==> src/param_write_pkg.sv <==
package param_write_pkg;
   // =====================================================================
   // frame layout and protocol codes
   localparam logic [7:0] FC_WRITE = 8'h06;
   localparam logic [7:0] EXC_BIT = 8'h80;
   localparam logic [7:0] EXC_NONE = 8'h00;
   localparam logic [7:0] EXC_FUNC = 8'h01;
   localparam logic [7:0] EXC_ADDR = 8'h02;
   localparam logic [7:0] EXC_DATA = 8'h03;
   localparam logic [3:0] REQ_LEN = 4'h8;
   localparam logic [3:0] MIN_LEN = 4'h4;
   localparam logic [3:0] ECHO_BODY = 4'h6;
   localparam logic [3:0] EXC_BODY = 4'h3;
   localparam logic [3:0] CNT_MAX = 4'hf;
   // =====================================================================
   // register map
   localparam logic [15:0] REG_MOTOR = 16'h2000;
   localparam logic [15:0] REG_BAUD = 16'h3000;
   localparam logic [15:0] REG_STATION = 16'h3010;
   localparam logic [15:0] REG_MODE = 16'h3020;
   localparam logic [15:0] MODE_MIN = 16'h0001;
   localparam logic [15:0] MODE_MAX = 16'h0004;
   localparam logic [15:0] MODE_SERIAL = 16'h0002;
   // =====================================================================
   // reset values
   localparam logic [15:0] BAUD_RST = 16'h0004;
   localparam logic [15:0] STATION_RST = 16'h0001;
   localparam logic [15:0] MODE_RST = 16'h0001;
   // =====================================================================
   // crc
   localparam logic [15:0] CRC_INIT = 16'hffff;
   localparam logic [15:0] CRC_POLY = 16'ha001;
   localparam logic [15:0] CRC_GOOD = 16'h0000;

   function automatic logic [15:0] crc16_byte(input logic [15:0] crc,
                                              input logic [7:0] data);
      logic [15:0] c;
      c = crc ^ {8'h00, data};
      for (int i = 0; i < 8; i++) begin
         c = c[0] ? ((c >> 1) ^ CRC_POLY) : (c >> 1);
      end
      return c;
   endfunction : crc16_byte
endpackage : param_write_pkg

==> src/crc16_unit.sv <==
`timescale 1ns/1ps
module crc16_unit (
   input wire logic clk,
   input wire logic rstn,
   input wire logic clear,
   input wire logic en,
   input wire logic [7:0] data,
   output logic [15:0] crc_q
);
   // =====================================================================
   // running crc, reflected polynomial, low byte goes out first
   always_ff @(posedge clk or negedge rstn) begin
      if (!rstn) begin
         crc_q <= param_write_pkg::CRC_INIT;
      end else if (clear) begin
         crc_q <= param_write_pkg::CRC_INIT;
      end else if (en) begin
         crc_q <= param_write_pkg::crc16_byte(crc_q, data);
      end
   end
endmodule : crc16_unit

==> src/serial_param_write_slave.sv <==
`timescale 1ns/1ps
module serial_param_write_slave (
   input wire logic clk,
   input wire logic rstn,
   input wire logic rx_valid,
   input wire logic [7:0] rx_data,
   input wire logic rx_frame_end,
   input wire logic tx_ready,
   output logic tx_valid_q,
   output logic [7:0] tx_data_q,
   output logic [15:0] baud_sel_q,
   output logic [15:0] station_q,
   output logic [15:0] ctrl_mode_q,
   output logic serial_ctrl_q,
   output logic motor_cmd_valid_q,
   output logic [15:0] motor_cmd_q
);
   typedef enum logic [2:0] {
      st_rx, st_check, st_exec, st_tx, st_crc_lo, st_crc_hi
   } state_t;

   state_t state_q;
   state_t state_d;
   logic [7:0] buf_q [8];
   logic [3:0] cnt_q;
   logic [3:0] len_q;
   logic [3:0] idx_q;
   logic [15:0] crc_q;
   logic crc_clear;
   logic crc_en;
   logic [7:0] crc_data;
   logic [15:0] reg_addr;
   logic [15:0] reg_val;
   logic [7:0] exc;
   logic frame_ok;
   logic tx_hs;
   logic [15:0] baud_pend_q;
   logic baud_pend_flag_q;

   assign reg_addr = {buf_q[2], buf_q[3]};
   assign reg_val = {buf_q[4], buf_q[5]};
   assign tx_hs = tx_valid_q && tx_ready;

   // =====================================================================
   // crc shared by rx and tx; reseeded after each check and each reply
   assign crc_clear = (state_q == st_check) ||
                      (state_q == st_crc_hi && tx_hs);
   assign crc_en = (state_q == st_rx && rx_valid) ||
                   (state_q == st_tx && tx_hs);
   assign crc_data = (state_q == st_rx) ? rx_data : tx_data_q;

   crc16_unit u_crc (
      .clk(clk),
      .rstn(rstn),
      .clear(crc_clear),
      .en(crc_en),
      .data(crc_data),
      .crc_q(crc_q)
   );

   // =====================================================================
   // frame acceptance
   // crc residue, length and station address check
   assign frame_ok = (crc_q == param_write_pkg::CRC_GOOD) &&
                     (cnt_q >= param_write_pkg::MIN_LEN) &&
                     (buf_q[0] == station_q[7:0]) &&
                     (buf_q[1] != param_write_pkg::FC_WRITE ||
                      cnt_q == param_write_pkg::REQ_LEN);

   // =====================================================================
   // request decode; address is judged before data
   always_comb begin
      exc = param_write_pkg::EXC_NONE;
      if (buf_q[1] != param_write_pkg::FC_WRITE) begin
         exc = param_write_pkg::EXC_FUNC;
      end else if (reg_addr != param_write_pkg::REG_BAUD &&
                   reg_addr != param_write_pkg::REG_STATION &&
                   reg_addr != param_write_pkg::REG_MODE &&
                   reg_addr != param_write_pkg::REG_MOTOR) begin
         exc = param_write_pkg::EXC_ADDR;
      end else if (reg_addr == param_write_pkg::REG_MODE &&
                   (reg_val < param_write_pkg::MODE_MIN ||
                    reg_val > param_write_pkg::MODE_MAX)) begin
         exc = param_write_pkg::EXC_DATA;
      end
   end

   // =====================================================================
   // sequencer
   always_comb begin
      state_d = state_q;
      case (state_q)
         st_rx: begin
            if (rx_frame_end) begin
               state_d = st_check;
            end
         end
         st_check: begin
            state_d = frame_ok ? st_exec : st_rx;
         end
         st_exec: begin
            state_d = st_tx;
         end
         st_tx: begin
            if (tx_hs && idx_q == len_q - 4'h1) begin
               state_d = st_crc_lo;
            end
         end
         st_crc_lo: begin
            if (tx_hs) begin
               state_d = st_crc_hi;
            end
         end
         st_crc_hi: begin
            if (tx_hs) begin
               state_d = st_rx;
            end
         end
         default: begin
            state_d = st_rx;
         end
      endcase
   end

   always_ff @(posedge clk or negedge rstn) begin
      if (!rstn) begin
         state_q <= st_rx;
      end else begin
         state_q <= state_d;
      end
   end

   // =====================================================================
   // receive count; saturates so long frames still reach the crc check
   always_ff @(posedge clk or negedge rstn) begin
      if (!rstn) begin
         cnt_q <= 4'h0;
      end else if (state_q == st_check) begin
         cnt_q <= 4'h0;
      end else if (state_q == st_rx && rx_valid && cnt_q != 4'hf) begin
         cnt_q <= cnt_q + 4'h1;
      end
   end

   // =====================================================================
   // frame buffer: request in, reply out
   always_ff @(posedge clk or negedge rstn) begin
      if (!rstn) begin
         for (int i = 0; i < 8; i++) begin
            buf_q[i] <= 8'h00;
         end
         len_q <= 4'h0;
      end else if (state_q == st_rx && rx_valid &&
                   cnt_q < param_write_pkg::REQ_LEN) begin
         buf_q[cnt_q[2:0]] <= rx_data;
      end else if (state_q == st_exec) begin
         if (exc != param_write_pkg::EXC_NONE) begin
            buf_q[1] <= buf_q[1] | param_write_pkg::EXC_BIT;
            buf_q[2] <= exc;
            len_q <= param_write_pkg::EXC_BODY;
         end else begin
            len_q <= param_write_pkg::ECHO_BODY;
            if (reg_addr == param_write_pkg::REG_STATION) begin
               buf_q[0] <= reg_val[7:0];
            end
         end
      end
   end

   // =====================================================================
   // parameter registers
   always_ff @(posedge clk or negedge rstn) begin
      if (!rstn) begin
         station_q <= param_write_pkg::STATION_RST;
      end else if (state_q == st_exec && exc == param_write_pkg::EXC_NONE &&
                   reg_addr == param_write_pkg::REG_STATION) begin
         station_q <= reg_val;
      end
   end

   always_ff @(posedge clk or negedge rstn) begin
      if (!rstn) begin
         ctrl_mode_q <= param_write_pkg::MODE_RST;
         serial_ctrl_q <= 1'b0;
      end else if (state_q == st_exec && exc == param_write_pkg::EXC_NONE &&
                   reg_addr == param_write_pkg::REG_MODE) begin
         ctrl_mode_q <= reg_val;
         serial_ctrl_q <= (reg_val == param_write_pkg::MODE_SERIAL);
      end
   end

   // the running reply keeps the old rate; switch once it has left
   always_ff @(posedge clk or negedge rstn) begin
      if (!rstn) begin
         baud_sel_q <= param_write_pkg::BAUD_RST;
         baud_pend_q <= param_write_pkg::BAUD_RST;
         baud_pend_flag_q <= 1'b0;
      end else if (state_q == st_exec && exc == param_write_pkg::EXC_NONE &&
                   reg_addr == param_write_pkg::REG_BAUD) begin
         baud_pend_q <= reg_val;
         baud_pend_flag_q <= 1'b1;
      end else if (state_q == st_crc_hi && tx_hs && baud_pend_flag_q) begin
         baud_sel_q <= baud_pend_q;
         baud_pend_flag_q <= 1'b0;
      end
   end

   always_ff @(posedge clk or negedge rstn) begin
      if (!rstn) begin
         motor_cmd_valid_q <= 1'b0;
         motor_cmd_q <= 16'h0000;
      end else begin
         motor_cmd_valid_q <= state_q == st_exec &&
                              exc == param_write_pkg::EXC_NONE &&
                              reg_addr == param_write_pkg::REG_MOTOR &&
                              serial_ctrl_q;
         if (state_q == st_exec && reg_addr == param_write_pkg::REG_MOTOR &&
             exc == param_write_pkg::EXC_NONE && serial_ctrl_q) begin
            motor_cmd_q <= reg_val;
         end
      end
   end

   // =====================================================================
   // transmit: body bytes, then crc low byte, then crc high byte
   always_ff @(posedge clk or negedge rstn) begin
      if (!rstn) begin
         tx_valid_q <= 1'b0;
         tx_data_q <= 8'h00;
         idx_q <= 4'h0;
      end else begin
         case (state_q)
            st_tx: begin
               if (tx_hs) begin
                  tx_valid_q <= 1'b0;
                  idx_q <= idx_q + 4'h1;
               end else if (!tx_valid_q) begin
                  tx_data_q <= buf_q[idx_q[2:0]];
                  tx_valid_q <= 1'b1;
               end
            end
            st_crc_lo, st_crc_hi: begin
               if (tx_hs) begin
                  tx_valid_q <= 1'b0;
               end else if (!tx_valid_q) begin
                  tx_data_q <= (state_q == st_crc_lo) ? crc_q[7:0] :
                               crc_q[15:8];
                  tx_valid_q <= 1'b1;
               end
            end
            default: begin
               tx_valid_q <= 1'b0;
               idx_q <= 4'h0;
            end
         endcase
      end
   end

   // =====================================================================
   // checks
   // unsupported function
   func_exc_a: assert property (@(posedge clk) disable iff (!rstn)
      (state_q == st_exec && buf_q[1] != param_write_pkg::FC_WRITE) |=>
      (buf_q[2] == param_write_pkg::EXC_FUNC &&
       len_q == param_write_pkg::EXC_BODY))
      else $error("unsupported function not refused with 01");
   exc_bit_a: assert property (@(posedge clk) disable iff (!rstn)
      (state_q == st_exec && exc != param_write_pkg::EXC_NONE) |=>
      (buf_q[1] == ($past(buf_q[1]) | param_write_pkg::EXC_BIT)))
      else $error("exception function code lacks top bit");
   bad_addr_a: assert property (@(posedge clk) disable iff (!rstn)
      (state_q == st_exec && buf_q[1] == param_write_pkg::FC_WRITE &&
       reg_addr == 16'h3040) |=> (buf_q[2] == param_write_pkg::EXC_ADDR))
      else $error("unopened address not refused with 02");
   mode_range_a: assert property (@(posedge clk) disable iff (!rstn)
      (ctrl_mode_q >= param_write_pkg::MODE_MIN &&
       ctrl_mode_q <= param_write_pkg::MODE_MAX))
      else $error("control mode out of range");
   baud_hold_a: assert property (@(posedge clk) disable iff (!rstn)
      (state_q == st_tx || state_q == st_exec) |=> $stable(baud_sel_q))
      else $error("baud rate changed during a transfer");
   station_echo_a: assert property (@(posedge clk) disable iff (!rstn)
      (state_q == st_exec && exc == param_write_pkg::EXC_NONE &&
       reg_addr == param_write_pkg::REG_STATION) |=>
      (buf_q[0] == station_q[7:0]))
      else $error("reply address is not the new station address");
   serial_mode_a: assert property (@(posedge clk) disable iff (!rstn)
      serial_ctrl_q |-> (ctrl_mode_q == param_write_pkg::MODE_SERIAL))
      else $error("serial control flag disagrees with mode");
   motor_gate_a: assert property (@(posedge clk) disable iff (!rstn)
      motor_cmd_valid_q |-> $past(serial_ctrl_q))
      else $error("motor command passed outside serial mode");
   echo_len_a: assert property (@(posedge clk) disable iff (!rstn)
      (state_q == st_exec && exc == param_write_pkg::EXC_NONE) |=>
      (len_q == param_write_pkg::ECHO_BODY) ##1 tx_valid_q)
      else $error("valid write not echoed");
   crc_drop_a: assert property (@(posedge clk) disable iff (!rstn)
      (state_q == st_check && crc_q != param_write_pkg::CRC_GOOD) |=>
      (state_q == st_rx && !tx_valid_q))
      else $error("frame with bad crc was answered");
   crc_start_a: assert property (@(posedge clk) disable iff (!rstn)
      (state_q == st_rx && cnt_q == 4'h0) |->
      (crc_q == param_write_pkg::CRC_INIT))
      else $error("request crc does not start from its seed");
endmodule : serial_param_write_slave

==> config.mk <==
export PLATFORM = sky130hd
export DESIGN_NAME = serial_param_write_slave
export DESIGN_NICKNAME = d
export VERILOG_FILES = /design/src/param_write_pkg.sv /design/src/crc16_unit.sv /design/src/serial_param_write_slave.sv
export SDC_FILE = /design/constraint.sdc
export NUM_CORES = 1
export LEC_CHECK = 0
export BUFFER_PORTS_ARGS = -buffer_cell sky130_fd_sc_hd__buf_2
export CAP_MARGIN = 25
export CORE_ASPECT_RATIO = 1.4
export CORE_UTILIZATION = 55
export DETAILED_ROUTE_END_ITERATION = 12
export PLACE_DENSITY = 0.75
export SLEW_MARGIN = 20
export SYNTH_ARGS = -nofsm -noshare
export SYNTH_HDL_FRONTEND = slang
export SYNTH_SLANG_ARGS = --single-unit
==> constraint.sdc <==
create_clock -name clk -period 3.35 [get_ports clk]
set_input_delay 0.335 -clock clk [delete_from_list [all_inputs] [get_ports clk]]
set_output_delay 0.335 -clock clk [all_outputs]
set_load 0.02 [all_outputs]
## Yosys cells after proc, flatten, opt, wreduce, memory -nomap -nowiden

Cells that the tools add are included.

| storage, ports and cells | value |
|---|---|
| register bits | 187 |
| bits in latches | 0 |
| memory bits (writable) | 0 |
| bits in read-only memories | 0 |
| input port bits | 13 |
| output and inout port bits | 75 |
| word-level logic and storage cells | 172 |
| memories kept | 0 |

| cells by class | value |
|---|---|
| add/sub/neg operators | 3 |
| multiply operators | 0 |
| divide/modulo/power cells | 0 |
| $lt $le $gt $ge | 7 |
| equal/unequal tests | 29 |
| shifts and indexed selects | 0 |
| multiplexer cells | 46 |
| bitwise logic cells | 14 |
| reductions and logical operators | 49 |

Operators by type and width:

| operator | count |
|---|---|
| 16-bit two-way mux | 11 |
| 8-bit two-way mux | 13 |
| 64-bit bitwise mux | 1 |
| 16-bit by 14-bit == test with 1-bit output (second input constant) | 4 |
| 16-bit by 14-bit inequality test with 1-bit output (second input constant) | 4 |
| 24-bit two-way mux | 2 |
| 1-bit logical AND | 25 |
| 8-bit binary-select mux with 3-bit select | 1 |
| 8-bit demux with 3-bit select | 1 |
| 2-bit inverter with 3-bit output | 8 |
| 2-bit inequality test (second input constant) | 9 |
| 3-bit case mux with 6 select lines | 1 |
| 16-bit by 2-bit == test with 1-bit output (second input constant) | 1 |
| 16-bit by 3-bit > comparator with 1-bit output (second input constant) | 1 |
| 16-bit logical NOT | 1 |
| 16-bit by 1-bit < comparator with 1-bit output (second input constant) | 1 |
| 8-bit case mux with 2 select lines | 1 |
| 16-bit by 8-bit bitwise XOR with 16-bit output | 1 |
| 3-bit two-way mux | 5 |
| 2-bit nonzero test | 7 |
| 4-bit two-way mux | 3 |
| 4-bit by 1-bit adder with 4-bit output (second input constant) | 2 |
| 8-bit == test | 1 |
| 4-bit >= comparator (second input constant) | 2 |
| 27 further kinds | 42 |

## Depth between registers and ports, before layout

Gate-level depths: netlist (run 1).

| logic depth | value |
|---|---|
| word-level depth | 21 |
| depth in mapped cells | 9 |
| depth with buffers taken out | 7 |

## Hierarchy

From an unflattened synthesis (run 1), not the netlist that was laid out.

| second synthesis, totals | value |
|---|---|
| cells, all modules | 750 |
| area, all modules | 8769.7 um^2 |

Modules (own cells, without submodules):

| module | times used | cells each | area each (um^2) | seq. area each (um^2) |
|---|---|---|---|---|
| serial_param_write_slave | 1 | 664 | 7877.6 | 4259.1 |
| crc16_unit | 1 | 86 | 892.1 | 420.4 |

## Worst setup path after synthesis (run 1)

Ideal clock, no wire load.

| timing | value |
|---|---|
| path type | reg-to-reg |
| from | register state_q[0] |
| to | register u_crc.crc_q[0] |
| library setup time | 73 ps |
| arrival | 2371 ps |
| required time | 3277 ps |
| slack | 906 ps |
| cell stages (with the launch flop) | 9 |
| path buffers | 1 |
| period minus slack after synthesis | 2444 ps |
| cell sequence | dfrtp_1 -> buf_6 -> nor3_4 -> mux2i_1 -> xnor2_2 -> xor2_1 -> xnor3_2 -> xnor3_1 -> a21oi_1 |

| on the way | value |
|---|---|
| word-level cells in the longest chain between the ends | 14 |
| elaborated cells on any way between the ends | 29 |
| those cells by class | eq/ne (3); mux (11); bitwise (8); reduce/logical (7) |

Ends and longest elaborated chain:

| element | RTL line | text |
|---|---|---|
| start: declaration | serial_param_write_slave.sv:22 | `state_t state_q;` |
| start signal: assignment | serial_param_write_slave.sv:127 | `state_q <= st_rx;` |
| start signal: assignment | serial_param_write_slave.sv:129 | `state_q <= state_d;` |
| 3-bit logical NOT | serial_param_write_slave.sv:48, serial_param_write_slave.sv:50 |  |
| 8-bit two-way mux | serial_param_write_slave.sv:50 | `assign crc_data = (state_q == st_rx) ? rx_data : tx_data_q;` |
| 16-bit by 8-bit bitwise XOR with 16-bit output | param_write_pkg.sv:38 | `c = crc ^ {8'h00, data};` |
| 16-bit two-way mux / 2-bit inverter with 3-bit output (equally long branches) (6 in series) | n/a |  |
| 2-bit inverter with 3-bit output (no source line) / 16-bit two-way mux (equally long branches) | n/a |  |
| 16-bit two-way mux (2 in series) | param_write_pkg.sv:40 | `c = c[0] ? ((c >> 1) ^ CRC_POLY) : (c >> 1);` |
| 16-bit two-way mux | crc16_unit.sv:17 | `end else if (en) begin` |
| 16-bit two-way mux | crc16_unit.sv:15 | `end else if (clear) begin` |
| end signal: assignment | crc16_unit.sv:14 | `crc_q <= param_write_pkg::CRC_INIT;` |
| end signal: assignment | crc16_unit.sv:16 | `crc_q <= param_write_pkg::CRC_INIT;` |
| end signal: assignment | crc16_unit.sv:18 | `crc_q <= param_write_pkg::crc16_byte(crc_q, data);` |
| end: declaration | crc16_unit.sv:8 | `output logic [15:0] crc_q` |

Several ways; a longest one is shown, not always the timed one. The select of a mux whose other input is x is not followed.
A chain may end at the register's enable or synchronous reset.

## Worst setup path in the final report (run 1)

| timing | value |
|---|---|
| from | register state_q[1] |
| to | register u_crc.crc_q[0] |

The elaborated chain is that of the path after synthesis.

==> run summary, run 1 <==
The total clock buffers created by CTS came out at 17. The count of standard-cell rows came out at 53. In the synthesized netlist the dominant register cell turns out to be sky130_fd_sc_hd__dfrtp_1. Setup repair after global routing left no endpoint under its margin. The cell with the most instances after synthesis is sky130_fd_sc_hd__dfrtp_1. The first routing iteration left 384 violations. In this run the deepest clock path goes through 2 buffers.

In this run, synthesis inferred 0 flip-flops with an integrated enable. The transition time of the tightest slew-check pin came out at 0.970 ns. The HPWL after detailed placement came out at 14.9 mm.

The post-route clock period utilization came out at between 80% and 90%. The area of all sequential standard cells is roughly 4700 sq um. The TritonCTS clock tree is done. Synthesis handed over a netlist of 703 instances. The placed instances occupy a cell area of 9250 sq um. The internal power summed over all cells came out at 0.00475 W.

The max-slew violation count is 0. The sequential share of power is between 40% and 50%. The number of different library cells used by synthesis comes to 51. The maximum fanout encountered on the critical timing path came out at 12. The fraction of final layout cells with drive strength greater than 1 is 36.1%. In this run the clock root is driven by a sky130_fd_sc_hd__clkbuf_16. The placeable core region came out at 15100 sq um. The worst register-to-register path begins at state_q[1]$_DFFE_PN0P_. The count of instances resized after the clock tree is built is 0. The placed cell count came out at 966. The depth of the CTS H-tree came out at 4. The number of nets in the synthesized netlist is 720. The global-route wire length before repair is between 30 and 40 mm. Prior to clock tree synthesis, the placed netlist has a worst setup slack of ~0.59 ns. The die extent in y came out at 150 microns. The overall track demand over capacity in global routing came out at approximately 28%.

Tracing the worst setup path back leads to its startpoint at state_q[1]$_DFFE_PN0P_. The synthesis-to-layout area growth is 15.3%. The final-stage net count is 811. After detailed routing, the average wire length per cell comes to approximately 21 microns. The proportion of synthesized flip-flops having asynchronous set or reset came out at 100%. The cell leakage power is between 4 and 5 nW.

The switching power is 0.00250 W. The total via count in the routed design is 5941. The switching share of power is 34.5%. Dividing total power by cell area gives a power density of 736 nW/um^2. The repair_antennas step left the layout with diodes totalling 0. The worst setup path is of the flip-flop to flip-flop kind. The flow ran to the end, and the final reports show no timing, DRC or antenna violations.

Detailed routing placed a total of 951 microns of wire on met3. The finished layout holds 999 standard cells, fillers aside. The final antenna-violating net count came out at 0. The worst path required time came out at 3.72 ns. The critical path arrival came out at 3.18 ns. The worst-case IR drop observed on VDD is 1.10 mV.

The top-level port count is 88. Measured against its own limit, the worst slew margin works out to 35.4%. The register-to-register path setup slack came out at about 0.53 ns.

The average size of a mapped cell came out at 12.2 sq um. The final number of setup-violating endpoints is 0. The die width is between 100 and 150 microns. The clock-pin slew on the worst setup and hold paths came out at 0.07 ns. The count of fill cells added during filler insertion came out at between 1000 and 1500.

The count of TritonRoute iterations in the first routing pass is 5. The share of power burned in the clock network came out at about 28%. Once the floorplan was initialized, standard cells occupied 56.6% of the core. For this run, the top clock speed supported by timing is 355 MHz. The met1 routed wirelength after detailed routing is 8.37 mm. The number of hold violations in the final report is 0. In this run the tool buffered the top-level ports with 87 buffer cells. Summed over all layers, the global routing overflow is 0. The area of the multi-input gates came out at 3710 sq um. The share of power burned in combinational logic is 31.3%. The total setup buffers inserted after CTS came out at 0.

The path depth of the worst reg2reg path is 7. The area share of the largest cell type after synthesis is 48.6%. The setup slack of the critical path after layout came out at 0.532 ns.

The commonest cells after synthesis are sky130_fd_sc_hd__dfrtp_1, sky130_fd_sc_hd__mux2_2, sky130_fd_sc_hd__nand2_1, sky130_fd_sc_hd__a21oi_1, sky130_fd_sc_hd__nor2_1. The final design utilization came out at 65.2%. The initial antenna violation count is 0. The placer congestion estimate came out at 0.913. The clock drives 186 sinks. sky130_fd_sc_hd__dfrtp_1 takes more of the synthesized area than any other cell. The minimum clock period after layout came out at around 2.8 ns.

The final routed wirelength across all metal layers came out at 21.1 mm. During synthesis, Yosys emitted a total of 0 warnings. After detailed routing, no signal wire sits above met4. The via count of the first global-routing pass came to 6117. The sequential share of the synthesized area is 54.7%. The full die area is 16100 sq um. The average vias per placed instance came out at 5.95.

The pin count of the biggest net entering global routing is 91. Across the run, the number of max-cap violations was 0. The worst register-to-register path ends at u_crc.crc_q[0]$_DFFE_PN1P_. The synthesized area came out at around 8600 sq um. The worst setup path is captured at a flip-flop.

The type of origin of the critical path is a flip-flop. The startpoint of the worst hold path is rx_data[3]. The area of all placed cells without fillers came out at 9860 sq um. Sorting the synthesized cells by area gives the leading types as sky130_fd_sc_hd__dfrtp_1, sky130_fd_sc_hd__mux2_2, sky130_fd_sc_hd__dfstp_2. The most critical setup path has its endpoint at u_crc.crc_q[0]$_DFFE_PN1P_. The post-synthesis register bit count came out at 186. The clock reaches the later pin of the worst-skew pair after roughly 0.44 ns. The setup TNS came out at 0 ns. After detailed routing, the number of remaining DRC violations is 0.

The routed length on met2 came out at 11.0 mm. Across the routed clock network, the largest skew measured is approximately 0.0084 ns. The path class of the tightest hold or removal check is input pin to flip-flop.
==> per-stage QoR <==
stage | hold slack [ns] | power, W
floorplan | 0.0394 | 0.00461
finish | 0.241 | 0.00725
global route | 0.258 | 0.00759
detailed placement | 0.447 | 0.00522
global placement | 0.451 | 0.00513
CTS | 0.232 | 0.00725
==> logic make-up (layout without fill, tap and decap cells) <==
kind of cell,Yosys count,count (layout),synth area share (%)
AND/OR/NAND/NOR,217,217,12.7
flip-flops,186,186,54.7
multiplexers,140,140,20.3
AO/OA/AOI/OAI,74,74,5.12
buffers and inverters,42,146,1.93
XOR/XNOR,39,39,4.51
adder cells (fa/ha/maj),5,5,0.702
==> sequential cells by signal (all words and copies together) (netlist names), 3 cells and up <==
name,cells
cnt_q,4
buf_q,64
idx_q,4
state_q,3
len_q,3
u_crc.crc_q,16
tx_data_q,8
baud_pend_q,16
ctrl_mode_q,16
baud_sel_q,16
motor_cmd_q,16
station_q,16
==> layer usage <==
metal	vias up	track usage, %
li1	2667	-
met1	3005	33.1
met2	216	48.9
met3	53	4.62
met4	0	14.6
met5	-	0
==> power by group through the flow <==
stage          Clock, W  Sequential (W)  Combinational (W)
3_5_place_dp          0         0.00297            0.00225
2_1_floorplan         0         0.00287            0.00173
4_1_cts         0.00205         0.00293            0.00227
5_1_grt         0.00214         0.00297            0.00247
3_3_place_gp          0         0.00295            0.00218
6_report        0.00204         0.00294            0.00227
==> placed cells by master (no fill, tap or decap), drive strengths merged, types with 4 or more instances in the layout <==
cell type,Yosys,layout
a211oi,9,9
a21oi,33,33
and2,15,15
and3,4,4
buf,10,105
clkbuf,24,19
dfrtp,166,166
dfstp,20,20
ha,4,4
inv,7,15
mux2,106,106
mux2i,18,18
mux4,16,16
nand2,95,95
nand2b,4,4
nand3,18,18
nand4,8,8
nor2,29,29
nor2b,11,11
nor3,7,7
nor4,16,16
o21ai,18,18
o22a,5,5
xnor2,24,24
xor2,13,13
==> final cells by class <==
type | count | share of cell area [%]
clock inverter | 13 | 1.50
clock buffer | 19 | 4.60
tap | 192 | 2.44
sequential | 186 | 47.5
multi-input combinational | 475 | 37.6
inverter | 8 | 0.305
timing repair buffer | 106 | 6.08
==> worst min-delay path by stage <==
stage | to | slack (ns) | cells past startpoint
final | buf_q[43]$_DFFE_PN0P_ | 0.24 | 3
after global routing | buf_q[43]$_DFFE_PN0P_ | 0.26 | 3
after CTS | buf_q[43]$_DFFE_PN0P_ | 0.23 | 3
after detailed placement | ctrl_mode_q[2]$_DFFE_PN0P_ | 0.45 | 1
after global placement | ctrl_mode_q[2]$_DFFE_PN0P_ | 0.45 | 1
after floorplan | baud_pend_flag_q$_DFFE_PN0P_ | 0.04 | 0
==> worst max-delay path, stage by stage (launching register included) <==
cell                      delay [ns]
sky130_fd_sc_hd__dfrtp_1        0.55
sky130_fd_sc_hd__nor3_4         0.54
sky130_fd_sc_hd__mux2i_1        0.33
sky130_fd_sc_hd__xnor2_2        0.17
sky130_fd_sc_hd__xor2_1         0.28
sky130_fd_sc_hd__xnor3_2        0.52
sky130_fd_sc_hd__xnor3_1        0.19
sky130_fd_sc_hd__a21oi_1        0.16
==> timing repair <==
item,in CTS,in global routing
setup endpoints to repair,0,0
hold buffers,1,0
endpoints found under the hold margin,5,0
No activity file was read; power rests on OpenSTA's default activity.
==> run 2: changes to the inputs <==
- CORE_UTILIZATION: 55 -> 53
- PLACE_DENSITY: 0.75 -> 0.76
- clock period: 3.35 -> 2.3 ns (I/O delays scaled with it)
==> run 2 against run 1 <==
The run now ends with setup timing left. Hold slack worse by 0.096 ns. Critical endpoint is now ctrl_mode_q[1]$_DFFE_PN0P_. Setup slack worse by 0.56 ns. Non-clock buffer count up 50. Cell count up 5.3%.
==> run summary, run 2 (synthesis gave the netlist of run 1 again) <==
The flow ran to the end, but the final reports show violations. The checks that failed: setup timing. The switching share of power came out at 33.6% (-0.86 points).

The pre-CTS setup slack is -0.0765 ns (-0.662 ns). The maximum number of buffers from clock root to sink is 2 (unchanged). The worst-case hold slack is 0.145 ns (-0.0961 ns). TritonCTS built the clock tree.

The highest achievable clock rate is 430 MHz (+21%). The top-level port count came out at 88 (unchanged). The antenna diode count came to 0 (unchanged).

The most common cell after layout, fill and taps aside is sky130_fd_sc_hd__dfrtp_1. The cell at the root of the clock tree is sky130_fd_sc_hd__clkbuf_16. The share of power burned in combinational logic was 36.8% (+5.5 points). The cell leakage power is 5.07 nW (+5.4%). The start point of the critical path is buf_q[21]$_DFFE_PN0P_. The remaining global-route overflow is 0 (unchanged). The minimum clock period after layout is 2.33 ns (-0.490 ns). The largest stage delay on the critical path came to 0.51 ns (-0.04 ns). The die width is 109 microns (+1.8%). The final-stage net count came out at 861 (+6.2%). The final antenna-violating net count came out at 0 (unchanged). The tightest slew margin relative to the limit is 57.1% (+22 points).

The full die area came out at 16700 sq um (+3.7%). The count of fill cells added during filler insertion came out at 1147 (+0.44%). The worst register-to-register path begins at buf_q[21]$_DFFE_PN0P_. For this design, the slowest cell found on the critical path is sky130_fd_sc_hd__or4b_4. The clock-pin slew on the worst setup and hold paths came out at 0.07 ns (about the same). The register containing the most flip-flops in the final layout is buf_q. The HPWL after detailed placement came to 15.2 mm (+1.8%). The total via count in the routed design was 6093 (+2.6%). The critical path arrival is 2.65 ns (-0.53 ns). The total clock buffers created by CTS is 17 (unchanged). The switching power came out at 0.00373 W (+49%).

The internal power summed over all cells came to 0.00736 W (+55%). The sequential share of power is 38.1% (-2.5 points). STA classifies the critical path endpoint as a flip-flop. The post-route clock period utilization is 101% (+17 points).

The flip-flop count of the largest register, all copies and words added is 64 (unchanged). The count of port buffers added during placement is 87 (unchanged). From synthesis to final layout, the design area changed by 21.3%. The average vias per placed instance came out at 5.79 (-2.6%). The share of power burned in the clock network is 25.1% (-3.0 points).

The number of DRC markers after the initial detailed-route iteration is 347 (-9.6%). The worst setup path is launched from a flip-flop. The path depth of the worst reg2reg path is 6 (-1).

The initial antenna violation count came out at 0 (unchanged). The final number of setup-violating endpoints is 3 (+3). The path category of the worst min-delay check is input pin to flip-flop. The placeable core region is 15700 sq um (+3.7%).

The setup TNS came out at -0.0658 ns (-0.0658 ns). The placer congestion estimate came out at 0.932 (+2.0%). The transition time of the tightest slew-check pin came out at 0.643 ns (-0.326 ns). The via count of the first global-routing pass came out at 6323 (+3.4%). The final worst clock skew is 0.00720 ns (-0.00116 ns). The register-to-register path setup slack is -0.03 ns (-0.56 ns). The cell area power density came out at 1070 nW/um^2 (+45%).

The worst path required time is 2.62 ns (-1.10 ns). The critical path endpoint is ctrl_mode_q[1]$_DFFE_PN0P_. The detail-routed net length per standard cell came out at 20.1 microns (-4.8%). The overall track demand over capacity in global routing is 27.7% (-0.36 points). The critical path in this run is classified as flip-flop to flip-flop.

The maximum fanout encountered on the critical timing path was 9 (-3). The fraction of final layout cells with drive strength greater than 1 is 41.1% (+5.1 points). The setup slack of the critical path after layout was -0.0280 ns (-0.560 ns). The depth of the CTS H-tree is 4 (unchanged). Setup repair after global routing could not meet its margin everywhere. The largest voltage drop on the vdd net came out at 1.45 mV (+31%). The global-route wire length before repair is 34.3 mm (+3.4%). The number of hold violations in the final report was 0 (unchanged). The max-slew violation count came out at 0 (unchanged). The number of sinks driven by the clock tree is 186 (unchanged). The die extent in y is 152 microns (+1.8%). The signal on the critical path passes through nor4_2 -> nand4_1 -> or3b_4 -> or4b_4 -> buf_6 -> mux2_2. The count of TritonRoute iterations in the first routing pass is 7 (+2). The count of standard-cell rows is 54 (+1.9%). The final routed wirelength across all metal layers came to 21.2 mm (+0.20%). The worst register-to-register path ends at ctrl_mode_q[1]$_DFFE_PN0P_. The effective utilization at floorplan came out at 54.5% (-2.0 points).

The pin count of the biggest net entering global routing was 58 (-36%). The number of remaining DRC errors is 0 (unchanged). The clock latency reported for the late side of the worst-skew pair came out at 0.43 ns (about the same).

The number of maximum-capacitance violations is 0 (unchanged). In the layout the commonest cells are sky130_fd_sc_hd__dfrtp_1, sky130_fd_sc_hd__mux2_2, sky130_fd_sc_hd__nand2_1, sky130_fd_sc_hd__buf_2, sky130_fd_sc_hd__buf_4.
## run 2: changes by cell type in the layout (fill, tap and decap cells not counted), sizes merged
| cell | previous run | this run |
|---|---|---|
| inv | 15 | 12 |
| buf | 105 | 155 |
| clkinv | 3 | 4 |
| clkbuf | 19 | 20 |
## run 2: critical path: cells and delay by family (launching register included)
family	cells	cell delay (ns)
flip-flops	1	0.39
multiplexers	1	0.26
AND/OR/NAND/NOR	4	1.42
buffers and inverters	1	0.15
## run 2: per-stage QoR
step / power (W) / util (%) / cell area [sq um] / std cells
CTS: 0.0110 / 65.6 / 10300 / 1047
detailed placement: 0.00791 / 61.3 / 9610 / 1008
global placement: 0.00777 / 61.3 / 9610 / 1008
floorplan: 0.00671 / - / 8550 / 703
global route: 0.0116 / 66.1 / 10400 / 1052
finish: 0.0111 / 66.1 / 10400 / 1052
## run 2: final cells by class
cell class	count	area (sq um)	area share (%)
inverters	8	30.0	0.290
clock inverters	11	111	1.07
clock buffers	20	447	4.31
well taps	196	245	2.37
repair buffers	156	1050	10.2
flip-flops and latches	186	4680	45.1
multi-input cells	475	3800	36.7
## run 2: routing by layer
layer	routed length [microns]	global-route usage (%)	up-vias
met4	587	10.5	0
li1	-	-	2770
met1	8410	34.0	3084
met5	0	0	-
met3	905	4.88	46
met2	11300	47.7	193
## run 2: power groups by stage
stage                     Sequential (W)  Clock (W)  Combinational [W]
after floorplan                  0.00418          0            0.00253
after global placement           0.00424          0            0.00353
after detailed placement         0.00426          0            0.00365
after CTS                        0.00421    0.00284            0.00392
after global routing             0.00428    0.00298            0.00437
final                            0.00423    0.00279            0.00408
## run 2: timing repair
action / CTS / global route
cloned: 1 / 0
gates resized for setup: 10 / 10
hold buffers: 1 / 0
pin swaps: 7 / 9
setup endpoints to repair: 8 / 78
endpoints found under the hold margin: 39 / 0
setup buffers: 6 / 5
## run 2: worst min-delay path by stage
stage / from / cells after the start / slack, ns / to
2_1_floorplan: rstn / 0 / -0.07 / baud_pend_flag_q$_DFFE_PN0P_
5_1_grt: rx_data[7] / 3 / 0.16 / buf_q[47]$_DFFE_PN0P_
4_1_cts: rx_data[3] / 3 / 0.13 / buf_q[43]$_DFFE_PN0P_
6_report: rx_data[3] / 3 / 0.14 / buf_q[43]$_DFFE_PN0P_
3_5_place_dp: rstn / 1 / 0.24 / state_q[0]$_DFFE_PN0P_
3_3_place_gp: rstn / 1 / 0.22 / tx_valid_q$_DFF_PN0_
